## src/pkg/tlia_pkg.sv

```systemverilog
// Purpose: constants for the top level interrupt aggregator
// Assumes: 32-bit register port, word offsets as byte addresses
// Notes:   none
//
// What this block does
// RULE1 - status bits follow sources whatever the enable, bar software irq
// RULE2 - writing 1 to a latched status bit clears it; 0 leaves it
// RULE3 - bit 31 sets when software sets its enable; write one clears
// RULE4 - bit 30 latches when device becomes ready; write one clears
// RULE5 - bit 29 read-only mirror of the time unit event output
// RULE6 - bit 28 read-only mirror of switch fabric pending interrupt
// RULE7 - bit 27 read-only mirror of port b transceiver interrupt
// RULE8 - bit 26 read-only mirror of port a transceiver interrupt
// RULE9 - bit 19 latches when timer count wraps zero to FFFFh; one clears
// RULE10 - bit 12 read-only mirror of the gpio pending interrupt
// RULE11 - enable bit 1 admits matching status bit to the request output
// RULE12 - enable uses same bit positions; others reserved read-only
// RULE13 - latched status bits and all enable bits reset to zero; mirror bits follow their sources
// RULE14 - output-enable clear holds request output low; status still updates
// RULE15 - master status bit shows 1 when any enabled interrupt active
// RULE16 - internal line is OR of status AND enable, every cycle
// RULE17 - writes to read-only and reserved bits ignored; reserved read zero
package tlia_pkg;
    localparam logic [11:0] STATUS_OFFSET = 12'h058;
    localparam logic [11:0] ENABLE_OFFSET = 12'h05C;
    localparam logic [11:0] CONTROL_OFFSET = 12'h060;
    localparam int SW_BIT    = 31;
    localparam int READY_BIT = 30;
    localparam int PTP_BIT   = 29;
    localparam int FABRIC_BIT = 28;
    localparam int PORTB_BIT = 27;
    localparam int PORTA_BIT = 26;
    localparam int TIMER_BIT = 19;
    localparam int GPIO_BIT  = 12;
    localparam int MASTER_BIT = 12;
    localparam int OUTEN_BIT = 8;
    localparam logic [31:0] IMPL_MASK  = 32'hFC081000;
    localparam logic [31:0] LATCH_MASK = 32'hC0080000;
    localparam logic [31:0] RESET_VALUE = 32'h00000000;
    localparam logic [15:0] TIMER_WRAP = 16'hFFFF;
    localparam logic [15:0] TIMER_ZERO = 16'h0000;
endpackage : tlia_pkg

```

## src/hw/tlia_edge_latch.sv

```systemverilog
// Purpose: sticky event flag with write-one-to-clear
// Assumes: set and clear are single-cycle strobes
// Notes:   set wins over a clear in the same cycle
`timescale 1ns/1ps
`default_nettype none
module tlia_edge_latch (
    input  wire logic sys_clk,
    input  wire logic nrst,
    input  wire logic setEvent,
    input  wire logic clearEvent,
    output var  logic flag
);
    import tlia_pkg::*;
    logic next_flag;
    // set beats clear so no event is lost
    assign next_flag = setEvent | (flag & ~clearEvent); // [RULE2]
    always_ff @(posedge sys_clk)
    begin
        if (!nrst)
            flag <= RESET_VALUE[0]; // [RULE13]
        else
            flag <= next_flag;
    end
endmodule : tlia_edge_latch
`default_nettype wire

```

## src/hw/tlia_timer_wrap.sv

```systemverilog
// Purpose: detect timer count wrapping from zero to FFFFh
// Assumes: count sampled each clock
// Notes:   one-cycle pulse on wrap
`timescale 1ns/1ps
`default_nettype none
module tlia_timer_wrap (
    input  wire logic        sys_clk,
    input  wire logic        nrst,
    input  wire logic [15:0] timerCount,
    output var  logic        wrapPulse
);
    import tlia_pkg::*;
    logic        sawZero;
    logic        isWrap;
    assign isWrap = sawZero & (timerCount == TIMER_WRAP); // [RULE9]
    always_ff @(posedge sys_clk)
    begin
        if (!nrst)
        begin
            sawZero   <= 1'h0;
            wrapPulse <= 1'h0;
        end
        else
        begin
            sawZero   <= (timerCount == TIMER_ZERO);
            wrapPulse <= isWrap;
        end
    end
endmodule : tlia_timer_wrap
`default_nettype wire

```

## src/hw/top_level_interrupt_aggregator.sv

```systemverilog
// Purpose: gathers event flags into status, gates by enable, drives irq
// Assumes: register port writes and reads are single-cycle strobes
// Notes:   read data is registered, valid the cycle after the strobe
`timescale 1ns/1ps
`default_nettype none
module top_level_interrupt_aggregator (
    input  wire logic        sys_clk,
    input  wire logic        nrst,
    input  wire logic [11:0] regAddr,
    input  wire logic        regWrite,
    input  wire logic        regRead,
    input  wire logic [31:0] regWdata,
    output var  logic [31:0] regRdata,
    input  wire logic        deviceReady,
    input  wire logic        ptp_unit_event,
    input  wire logic        fabricEvent,
    input  wire logic        port_b_transceiver_event,
    input  wire logic        port_a_transceiver_event,
    input  wire logic [15:0] timer_count,
    input  wire logic        gpioEvent,
    output var  logic        irqOut,
    output var  logic        masterIrq
);
    import tlia_pkg::*;

    logic [31:0] interrupt_enable;
    logic        outputEnable;
    logic        software_irq_flag;
    logic        readyFlag;
    logic        timer_wrap_flag;
    logic        timerWrap;
    logic        readyPrev;
    logic        swEnPrev;
    logic        irqLine;
    logic        next_irqOut;

    wire         hitStatus  = (regAddr == STATUS_OFFSET);
    wire         hitEnable  = (regAddr == ENABLE_OFFSET);
    wire         hitControl = (regAddr == CONTROL_OFFSET);
    wire         wrStatus   = regWrite & hitStatus;
    wire         wrEnable   = regWrite & hitEnable;
    wire         wrControl  = regWrite & hitControl;

    wire         software_irq_trigger_enable = interrupt_enable[SW_BIT];

    // software flag fires on the rising edge of its enable
    wire         swSet    = software_irq_trigger_enable & ~swEnPrev; // [RULE3]
    wire         readySet = deviceReady & ~readyPrev;                // [RULE4]

    logic [31:0] interrupt_status;
    always_comb
    begin
        interrupt_status             = 32'h00000000; // [RULE17]
        interrupt_status[SW_BIT]     = software_irq_flag;        // [RULE3]
        interrupt_status[READY_BIT]  = readyFlag;                // [RULE4]
        interrupt_status[PTP_BIT]    = ptp_unit_event;           // [RULE5]
        interrupt_status[FABRIC_BIT] = fabricEvent;              // [RULE6]
        interrupt_status[PORTB_BIT]  = port_b_transceiver_event; // [RULE7]
        interrupt_status[PORTA_BIT]  = port_a_transceiver_event; // [RULE8]
        interrupt_status[TIMER_BIT]  = timer_wrap_flag;          // [RULE9]
        interrupt_status[GPIO_BIT]   = gpioEvent;                // [RULE10]
    end

    // status shows sources regardless of enable, bar the software bit, which sets on its enable's rising edge
    wire [31:0] gated = interrupt_status & interrupt_enable; // [RULE1] [RULE11]
    assign irqLine     = |gated;                             // [RULE16]
    assign next_irqOut = irqLine & outputEnable;             // [RULE14]

    wire [31:0] controlRead = {19'h00000, irqLine, 3'h0, outputEnable,
                               8'h00}; // [RULE15]
    wire [31:0] readMux = hitStatus  ? interrupt_status :
                          hitEnable  ? interrupt_enable :
                          hitControl ? controlRead : 32'h00000000;

    tlia_edge_latch swLatch (
        .sys_clk    (sys_clk),
        .nrst       (nrst),
        .setEvent   (swSet),
        .clearEvent (wrStatus & regWdata[SW_BIT]),
        .flag       (software_irq_flag)
    );

    tlia_edge_latch readyLatch (
        .sys_clk    (sys_clk),
        .nrst       (nrst),
        .setEvent   (readySet),
        .clearEvent (wrStatus & regWdata[READY_BIT]),
        .flag       (readyFlag)
    );

    tlia_timer_wrap wrapDetect (
        .sys_clk    (sys_clk),
        .nrst       (nrst),
        .timerCount (timer_count),
        .wrapPulse  (timerWrap)
    );

    tlia_edge_latch timerLatch (
        .sys_clk    (sys_clk),
        .nrst       (nrst),
        .setEvent   (timerWrap),
        .clearEvent (wrStatus & regWdata[TIMER_BIT]),
        .flag       (timer_wrap_flag)
    );

    always_ff @(posedge sys_clk)
    begin
        if (!nrst)
        begin
            interrupt_enable <= RESET_VALUE; // [RULE13]
            outputEnable     <= 1'h0;
            // edge detectors clear so a source already high re-latches
            readyPrev        <= 1'h0;
            swEnPrev         <= 1'h0;
            irqOut           <= 1'h0;
            masterIrq        <= 1'h0;
            regRdata         <= RESET_VALUE;
        end
        else
        begin
            if (wrEnable)
                interrupt_enable <= regWdata & IMPL_MASK; // [RULE12]
            if (wrControl)
                outputEnable <= regWdata[OUTEN_BIT];
            readyPrev <= deviceReady;
            swEnPrev  <= software_irq_trigger_enable;
            irqOut    <= next_irqOut;  // [RULE14]
            masterIrq <= irqLine;      // [RULE15]
            if (regRead)
                regRdata <= readMux;
        end
    end
endmodule : top_level_interrupt_aggregator
`default_nettype wire

```

## config.mk

```make
export PLATFORM = sky130hd
export DESIGN_NAME = top_level_interrupt_aggregator
export DESIGN_NICKNAME = d
export VERILOG_FILES = /design/src/pkg/tlia_pkg.sv /design/src/hw/tlia_edge_latch.sv /design/src/hw/tlia_timer_wrap.sv /design/src/hw/top_level_interrupt_aggregator.sv
export SDC_FILE = /design/constraint.sdc
export NUM_CORES = 1
export LEC_CHECK = 0
export BUFFER_PORTS_ARGS = -buffer_cell sky130_fd_sc_hd__buf_4
export CAP_MARGIN = 25
export CORE_AREA = 2 2 63 65
export DETAILED_ROUTE_END_ITERATION = 10
export DIE_AREA = 0 0 65 67
export GPL_ROUTABILITY_DRIVEN = 0
export PLACE_DENSITY = 0.88
export SYNTH_ARGS = -nofsm -noshare
export SYNTH_HDL_FRONTEND = slang
export SYNTH_HIERARCHICAL = 1
export SYNTH_SLANG_ARGS = --single-unit
```

## constraint.sdc

```tcl
create_clock -name sys_clk -period 2.1 [get_ports sys_clk]
set_input_delay 0.105 -clock sys_clk [delete_from_list [all_inputs] [get_ports sys_clk]]
set_output_delay 0.105 -clock sys_clk [all_outputs]
set_load 0.02 [all_outputs]
```

* After elaboration in Yosys (flattened, before gate mapping)
Cells that the tools add are included.
Word-level totals: bits in read-only memories 0, word-level logic and storage cells 43, bits in registers 50, output and inout port bits 34, bits in writable memories 0, latch bits 0, memories kept 0, input port bits 70
Operators by class: add/subtract/negate cells 0, equal/unequal tests 4, divide/modulo/power cells 0, shift-type cells 0, reductions and logical operators 2, $lt $le $gt $ge 0, multiplexer cells 3, multipliers 0, bitwise operators 22
Operators by type and width (number):
- 32-bit 2-to-1 mux | 2
- 12-bit by 7-bit equality test with 1-bit output (second input constant) | 3
- 32-bit bitwise AND | 1
- 32-bit OR reduction | 1
- 16-bit equality test (second input constant) | 1
- 16-bit zero test | 1
- 1-bit bitwise AND | 13
- 13-bit 2-to-1 mux | 1
- 1-bit NOT | 5
- 1-bit bitwise OR | 3

* Depth between registers and ports, before layout
Gate-level depths: netlist (run 1).
word-level depth 6, mapped depth 6, gate-level depth less buffers 5

* Hierarchy
Netlist (run 1), hierarchy kept.
By module, submodules not included:
- top_level_interrupt_aggregator | seq. area each 440.4 µm², instances 1, area an instance 1157.4 µm², cells an instance 133
- tlia_timer_wrap | seq. area each 40.0 µm², instances 1, area an instance 128.9 µm², cells an instance 14
- tlia_edge_latch | seq. area each 20.0 µm², instances 3, area an instance 41.3 µm², cells an instance 3

* Worst setup path after synthesis (run 1)
Ideal clock, no wire load.
kind input-to-reg, from input port regAddr[9], to register readyLatch.flag, data required time 1.985 ns, arrival 1.398 ns, stages on the path 5, path buffers 0, library setup time 0.115 ns, slack 0.587 ns, cell sequence or4b_4 nor3_2 and4_1 nor2b_4 o21a_1
On the way: word-level cells in the longest chain between the ends 6
Ends and longest elaborated chain:
- from (decl) | RTL line top_level_interrupt_aggregator.sv:9 | input wire logic [11:0] regAddr,
- 12-bit by 7-bit equality test with 1-bit output | RTL line top_level_interrupt_aggregator.sv:37 | wire hitStatus = (regAddr == STATUS_OFFSET);
- 1-bit bitwise AND | RTL line top_level_interrupt_aggregator.sv:40 | wire wrStatus = regWrite & hitStatus;
- 1-bit bitwise AND | RTL line top_level_interrupt_aggregator.sv:87 | .clearEvent (wrStatus & regWdata[READY_BIT]),
- 1-bit NOT | RTL line tlia_edge_latch.sv:16 | assign next_flag = setEvent | (flag & ~clearEvent);
- 1-bit bitwise AND | RTL line tlia_edge_latch.sv:16
- 1-bit bitwise OR | RTL line tlia_edge_latch.sv:16
- to (signal assigned) | RTL line tlia_edge_latch.sv:20 | flag <= RESET_VALUE[0];
- to (signal assigned) | RTL line tlia_edge_latch.sv:22 | flag <= next_flag;
- to (decl) | RTL line tlia_edge_latch.sv:11 | output var logic flag
Every way passes these cells. A chain may end at the register's enable or synchronous reset.

* Worst setup path after layout (run 1)
from input port regAddr[9], to register swLatch.flag
On the way: word-level cells in the longest chain between the ends 6
Ends and longest elaborated chain:
- 12-bit by 7-bit equality test with 1-bit output | RTL line top_level_interrupt_aggregator.sv:37
- 1-bit bitwise AND | RTL line top_level_interrupt_aggregator.sv:40
- 1-bit bitwise AND | RTL line top_level_interrupt_aggregator.sv:79 | .clearEvent (wrStatus & regWdata[SW_BIT]),
- 1-bit NOT | RTL line tlia_edge_latch.sv:16
- 1-bit bitwise AND | RTL line tlia_edge_latch.sv:16
- 1-bit bitwise OR | RTL line tlia_edge_latch.sv:16
- to (signal assigned) | RTL line tlia_edge_latch.sv:20
- to (signal assigned) | RTL line tlia_edge_latch.sv:22
- to (decl) | RTL line tlia_edge_latch.sv:11
Every way passes these cells.

==> results of run 1 <==
through the flow:
stage / hold slack (ns) / instance area (sq um) / instances
global route: 0.0344 / 1860 / 262
CTS: 0.0302 / 1860 / 262
floorplan: 0.175 / 1490 / 178
detailed placement: 0.282 / 1790 / 256
finish: 0.0362 / 1860 / 262
global placement: 0.279 / 1790 / 256
synthesized netlist by cell type, drive strengths merged:
master and count:
a21bo 1, o21ai 17, mux2i 7, a22oi 5
a31o 1, conb 1, nor2b 6, or4b 2
or4 1, nor2 2, dfxtp 27, and3 1
and2 2, nand4 5, a21oi 1, nand2 16
a21boi 2, nor4b 1, buf 26, nand3 12
nand3b 1, nand2b 1, and4 4, nor3 2
inv 2, o21a 3, clkbuf 2, nor4 5
final timing paths:
kind	end	startpoint	slack (ns)
max reg2reg	regRdata[12]	interrupt_enable[31]	1.04
min	readyPrev	deviceReady	0.04
min reg2reg	timerLatch/flag	wrapDetect/wrapPulse	0.46
max	swLatch/flag	regAddr[9]	0.63
cell families (layout without fill, tap and decap cells):
| group | Yosys count | after routing | synth area share (%) |
|---|---|---|---|
| other | 1 | 23 | 0.266 |
| AO/OA/AOI/OAI | 30 | 30 | 13.0 |
| buffers and inverters | 30 | 66 | 14.7 |
| flip-flops | 27 | 27 | 38.3 |
| AND/OR/NAND/NOR | 61 | 61 | 28.7 |
| multiplexers | 7 | 7 | 4.97 |
power by group:
group / switching (mW) / internal, mW
clock network: 0.160 / 0.135
registers: 0.00153 / 0.514
logic: 0.0810 / 0.0715
total: 0.243 / 0.720
layout make-up:
| class | instances | area [sq um] |
|---|---|---|
| fill | 353 | 1750 |
| multi-input combinational | 121 | 744 |
| sequential | 27 | 541 |
| clock inverter | 1 | 7.51 |
| tap | 48 | 60.1 |
| timing repair buffer | 60 | 455 |
| inverter | 2 | 7.51 |
| clock buffer | 3 | 41.3 |
per-layer routing:
metal	vias up	track usage (%)	routed length [um]
met1	561	15.6	1210
met5	-	0	0
met4	0	6.12	40
met3	4	3.21	234
met2	61	26.2	1500
li1	627	-	-
==> impl_metrics.yaml, run 1 <==
cts:
  htree_levels: 1
  cts_resized: 0
  cts-hold-fix-buffers: 2
  path_clk_slew_ns: 0.10
  cts_setup_buffers: 0
  numCtsBuffers: 3
  cts_tree: "built"
  clock_path_buffers: 2
  clk-insertion-delay-late_ns: 0.27
  root_buffer: "clkbuf_8"
  numClockSinks: 27
synth:
  synth_top_area_cell: "dfxtp_1"
  synth_cells: 156
  yosysWarnings: 6
  yosys-top-cells-area: "dfxtp_1 (38%), buf_4 (12%), o21ai_0 (6.0%)"
  synth_top_area_share_pct: 38.3
  synth_area_sq_mm: 0.00141
  synth-seq-cells: 27
  synth_area_per_cell_sq_um: 9.04
  yosysUniqueCellTypes: 36
  ys_seq_area_share_pct: 38.3
place:
  post-dp-hpwl_mm: 2.41
  dp_slack_ns: 0.320
  portBuffers: 57
die:
  rows: 22
  num_io_pins: 104
  initial_core_util_pct: 39.1
  die_w_um: 65
  die_area_sq_mm: 0.00436
  core_sq_mm: 0.00361
  die_y_um: 67
sta:
  fin_worst_skew_ns: 0.00868
  setup_violations: 0
  finalCritPeriodShare_pct: 70.2
  rsz0062_at_grt: "false"
  min_period_ns: 1.47
  hold_viol: 0
  setup_ws_ns: 0.625
  tns_ns: 0
  slew_viol_final: 0
  slew_headroom_pct: 63.0
  fmaxAchievable_ghz: 0.678
  tightest_slew_ns: 0.555
global_routing:
  grt_max_degree: 30
  grt.overflow.total: 0
  antenna_found_initial: 0
  grt_pass1_wl_mm: 4.79
  grtUsageTotal_pct: 14.2
  grt_pass1_vias: 1175
detailed_routing:
  routedWlPerCell_um: 11.4
  routed_via_density: 4.78
  drt_pass1_iterations: 4
  drc: 0
  via_count: 1253
  ant_nets: 0
  routed_wl_mm: 2.99
  drt_iter0_markers: 72
cells_and_area:
  layout-drive-gt1-share_pct: 34.6
  layout_common_cells: "buf_4 (58), dfxtp_1 (27), conb_1 (23)"
  largest_register: "regRdata"
  mostFrequentLayoutCell: "buf_4"
  n_antenna_cell: 0
  final_util_pct: 51.5
  largestRegisters: "regRdata x9, interrupt_enable x8"
  syn_to_final_growth_pct: 31.7
  largest_reg_flops: 9
  final_nets: 285
setup_path:
  crit_arrival_ns: 1.65
  worst_setup_path_start_kind: "input port"
  path_max_fanout: 6
  critPathSlowestCell: "or4b_4"
  slowest_delay_ns: 0.56
  path_class: "in -> reg"
  crit_chain: "buf_4, or4b_4, nor3_2, and4_1, nor2b_4, o21a_1"
  required_ns: 2.28
  cp-end-kind: "register"
  worstRegToRegCells: 4
  critPathBufInv: 1
  crit_family: "simple AND/OR/NAND/NOR gates"
  cp_num_cells: 6
flow_run:
  maxCapViolations: 0
power:
  total_leakage_power_nw: 0.807
  totalPowerFinal_uw: 963
  vdd_drop_max_mv: 0.260
  power_density_mw_per_mm2: 518
run_status:
  outcome: "finished clean"
hold_path:
  hp-class: "in -> reg"
  worstHoldPathCells: 2
Note: power is estimated with default switching activity, not from simulation.
==> inputs of run 2 (changes only) <==
--- a/config.mk
+++ b/config.mk
@@ -5,13 +5,14 @@
 export SDC_FILE = /design/constraint.sdc
 export NUM_CORES = 1
 export LEC_CHECK = 0
+export ABC_AREA = 1
 export BUFFER_PORTS_ARGS = -buffer_cell sky130_fd_sc_hd__buf_4
 export CAP_MARGIN = 25
-export CORE_AREA = 2 2 63 65
+export CORE_AREA = 2 2 68 70
 export DETAILED_ROUTE_END_ITERATION = 10
-export DIE_AREA = 0 0 65 67
+export DIE_AREA = 0 0 70 72
 export GPL_ROUTABILITY_DRIVEN = 0
-export PLACE_DENSITY = 0.88
+export PLACE_DENSITY = 0.85
 export SYNTH_ARGS = -nofsm -noshare
 export SYNTH_HDL_FRONTEND = slang
 export SYNTH_HIERARCHICAL = 1
==> constraint.sdc (replaced) <==
create_clock -name sys_clk -period 1.3 [get_ports sys_clk]
set_input_delay 0.065 -clock sys_clk [delete_from_list [all_inputs] [get_ports sys_clk]]
set_output_delay 0.065 -clock sys_clk [all_outputs]
set_load 0.02 [all_outputs]
==> run 2 against run 1 <==
  * Routed wire length increased by 15%
  * Critical path type is now reg -> reg
  * First-iteration DRC count increased by 14%
  * Largest cell class unchanged
  * Worst hold slack got worse by 0.022 ns
  * Sequential power increased by 65%
  * Setup slack got worse by 0.36 ns
  * Critical endpoint is now regRdata[12]
  * Critical path depth increased by 2
  * Clock skew decreased by 0.0066 ns
  * Largest power group unchanged
  * Non-clock buffer count increased by 2
  * Combinational power increased by 97%
  * Final cell count increased by 33%
  * Synthesized area increased by 12%
  * Sequential cell count unchanged
==> impl_metrics.yaml, run 2 <==
setup_path:
  worst_setup_path_start_kind: "register"
  r2r_setup_slack_ns: 0.26
  timing.rr.start: "interrupt_enable[31]"
  required_ns: 1.51
  cp-end-kind: "register"
  worstSetupStartpoint: "interrupt_enable[31]"
  path_class: "reg -> reg"
  crit_arrival_ns: 1.25
  path_max_fanout: 4
cells_and_area:
  register_area_sq_um: 541
  largest_register: "regRdata"
  n_antenna_cell: 0
  largest_reg_flops: 9
  syn_to_final_growth_pct: 27.9
  layout-drive-gt1-share_pct: 25.0
  multi_input_area_sq_um: 772
  instances_no_fill: 348
  final_util_pct: 47.4
  layout_common_cells: "buf_4 (61), nand2_1 (52), nor2_1 (43)"
  final.fill_count: 451
  largestRegisters: "regRdata x9, interrupt_enable x8"
  final_nets: 367
  mostFrequentLayoutCell: "buf_4"
hold_path:
  hp-class: "in -> reg"
  hp-start: "regWdata[27]"
global_routing:
  grtUsageTotal_pct: 14.1
  grt_busiest_layer: "met2"
  grt_max_degree: 25
  use_met2_pct: 26.7
  grt_pass1_vias: 1429
  grt.overflow.total: 0
  use_met3_pct: 3.06
  grt_pass1_wl_mm: 5.78
  antenna_found_initial: 0
  use_met1_pct: 15.2
detailed_routing:
  drt_pass1_iterations: 4
  routed_via_density: 4.45
  via_count: 1549
  routedWlPerCell_um: 9.91
  routed_wl_mm: 3.45
  drc: 0
  ant_nets: 0
  drt_iter0_markers: 82
synth:
  synth-seq-cells: 27
  synth_area_per_cell_sq_um: 6.61
  ys_seq_area_share_pct: 34.2
  synth-edff-count: 0
  synth_xor_area_share_pct: 0
  synth_area_sq_mm: 0.00158
  synth-simple-area-share_pct: 34.3
  ys.flop_type: "dfxtp_1"
  synth_top_area_share_pct: 34.2
  yosysWarnings: 6
  synth-compound-area-share_pct: 9.11
  synth_commonest_cells: "nand2_1 (52), nor2_1 (43), inv_1 (32)"
  synth_fa_ha_area_share_pct: 0
  yosysUniqueCellTypes: 27
  yosys-mux-area-fraction_pct: 0
  synth_top_area_cell: "dfxtp_1"
  async_flop_share_pct: 0
  synth_cells: 239
  yosys-top-cells-area: "dfxtp_1 (34%), nand2_1 (12%), buf_4 (12%)"
  yosys.cell_count.top_type: "nand2_1"
  synth_top_family_by_area: "simple AND/OR/NAND/NOR gates"
cts:
  clk-insertion-delay-late_ns: 0.27
  cts-hold-fix-buffers: 1
  path_clk_slew_ns: 0.08
  clock_path_buffers: 2
  cts_tree: "built"
  htree_levels: 1
  cts_setup_buffers: 0
  numClockSinks: 27
  numCtsBuffers: 3
  cts_resized: 0
  root_buffer: "clkbuf_8"
flow_run:
  maxCapViolations: 0
die:
  die_w_um: 70
  rows: 24
  initial_core_util_pct: 37.0
  core_sq_mm: 0.00426
  die_y_um: 72
  die_area_sq_mm: 0.00504
  num_io_pins: 104
power:
  power_density_mw_per_mm2: 801
  vdd_drop_max_mv: 0.310
  total_leakage_power_nw: 1.02
sta:
  min_period_ns: 1.04
  tns_ns: 0
  slew_viol_final: 0
  hold_viol: 0
  setup_violations: 0
  fin_worst_skew_ns: 0.00213
  whs_ns: 0.0145
  fmaxAchievable_ghz: 0.964
  rsz0062_at_grt: "false"
  finalCritPeriodShare_pct: 79.8
place:
  dp.cells: 343
  post-dp-hpwl_mm: 2.71
  portBuffers: 57
run_status:
  outcome: "finished clean"
==> run 2: cell type report <==
| type | count | area share [%] |
|---|---|---|
| inverters | 34 | 6.38 |
| clock buffers | 4 | 2.23 |
| flip-flops and latches | 27 | 26.8 |
| multi-input cells | 169 | 38.2 |
| well taps | 52 | 3.22 |
| repair buffers | 62 | 23.2 |
==> run 2: logic make-up (layout without fill, tap and decap cells) <==
group                  count (synthesis)  count (layout)
other                                  1              23
DFF                                   27              27
buffers and inverters                 65             100
AOI/OAI and AO/OA                     23              23
and+or+nand+nor                      123             123
==> run 2: routing by layer <==
layer | vias up | part of all wire [%]
met2 | 49 | 51
met3 | 4 | 5.7
met1 | 682 | 42
met5 | - | 0
li1 | 814 | -
met4 | 0 | 1.2
==> run 2: worst max-delay path: stages (launching register included) <==
cell and delay [ns]:
dfxtp_1 0.39, nand2_1 0.08, nand2_1 0.09, nor2_1 0.05, nand2_1 0.08, nand3_1 0.07
nand2_1 0.08, nand2_1 0.05, a21oi_1 0.10
==> run 2: path summary, 6_finish.rpt <==
check	end	cells after the start
setup / recovery	regRdata[12]	8
setup reg to reg	regRdata[12]	8
hold reg to reg	timerLatch/flag	2
hold / removal	interrupt_enable[27]	3
==> run 2: stage by stage <==
stage | area, sq um | total power [mW] | setup WS (ns)
4_1_cts | 2020 | 1.63 | 0.239
2_1_floorplan | 1660 | 1.07 | 0.286
3_5_place_dp | 1960 | 1.17 | 0.100
5_1_grt | 2020 | 1.70 | 0.139
6_report | 2020 | 1.62 | 0.263
3_3_place_gp | 1960 | 1.16 | 0.124
==> run 2: where the power goes <==
group | switching [mW] | internal, mW | total, mW | leakage (nW)
Sequential | 0.00808 | 0.842 | 0.850 | 0.219
Combinational | 0.171 | 0.130 | 0.301 | 0.776
Clock | 0.247 | 0.219 | 0.467 | 0.0228
Total | 0.426 | 1.19 | 1.62 | 1.02
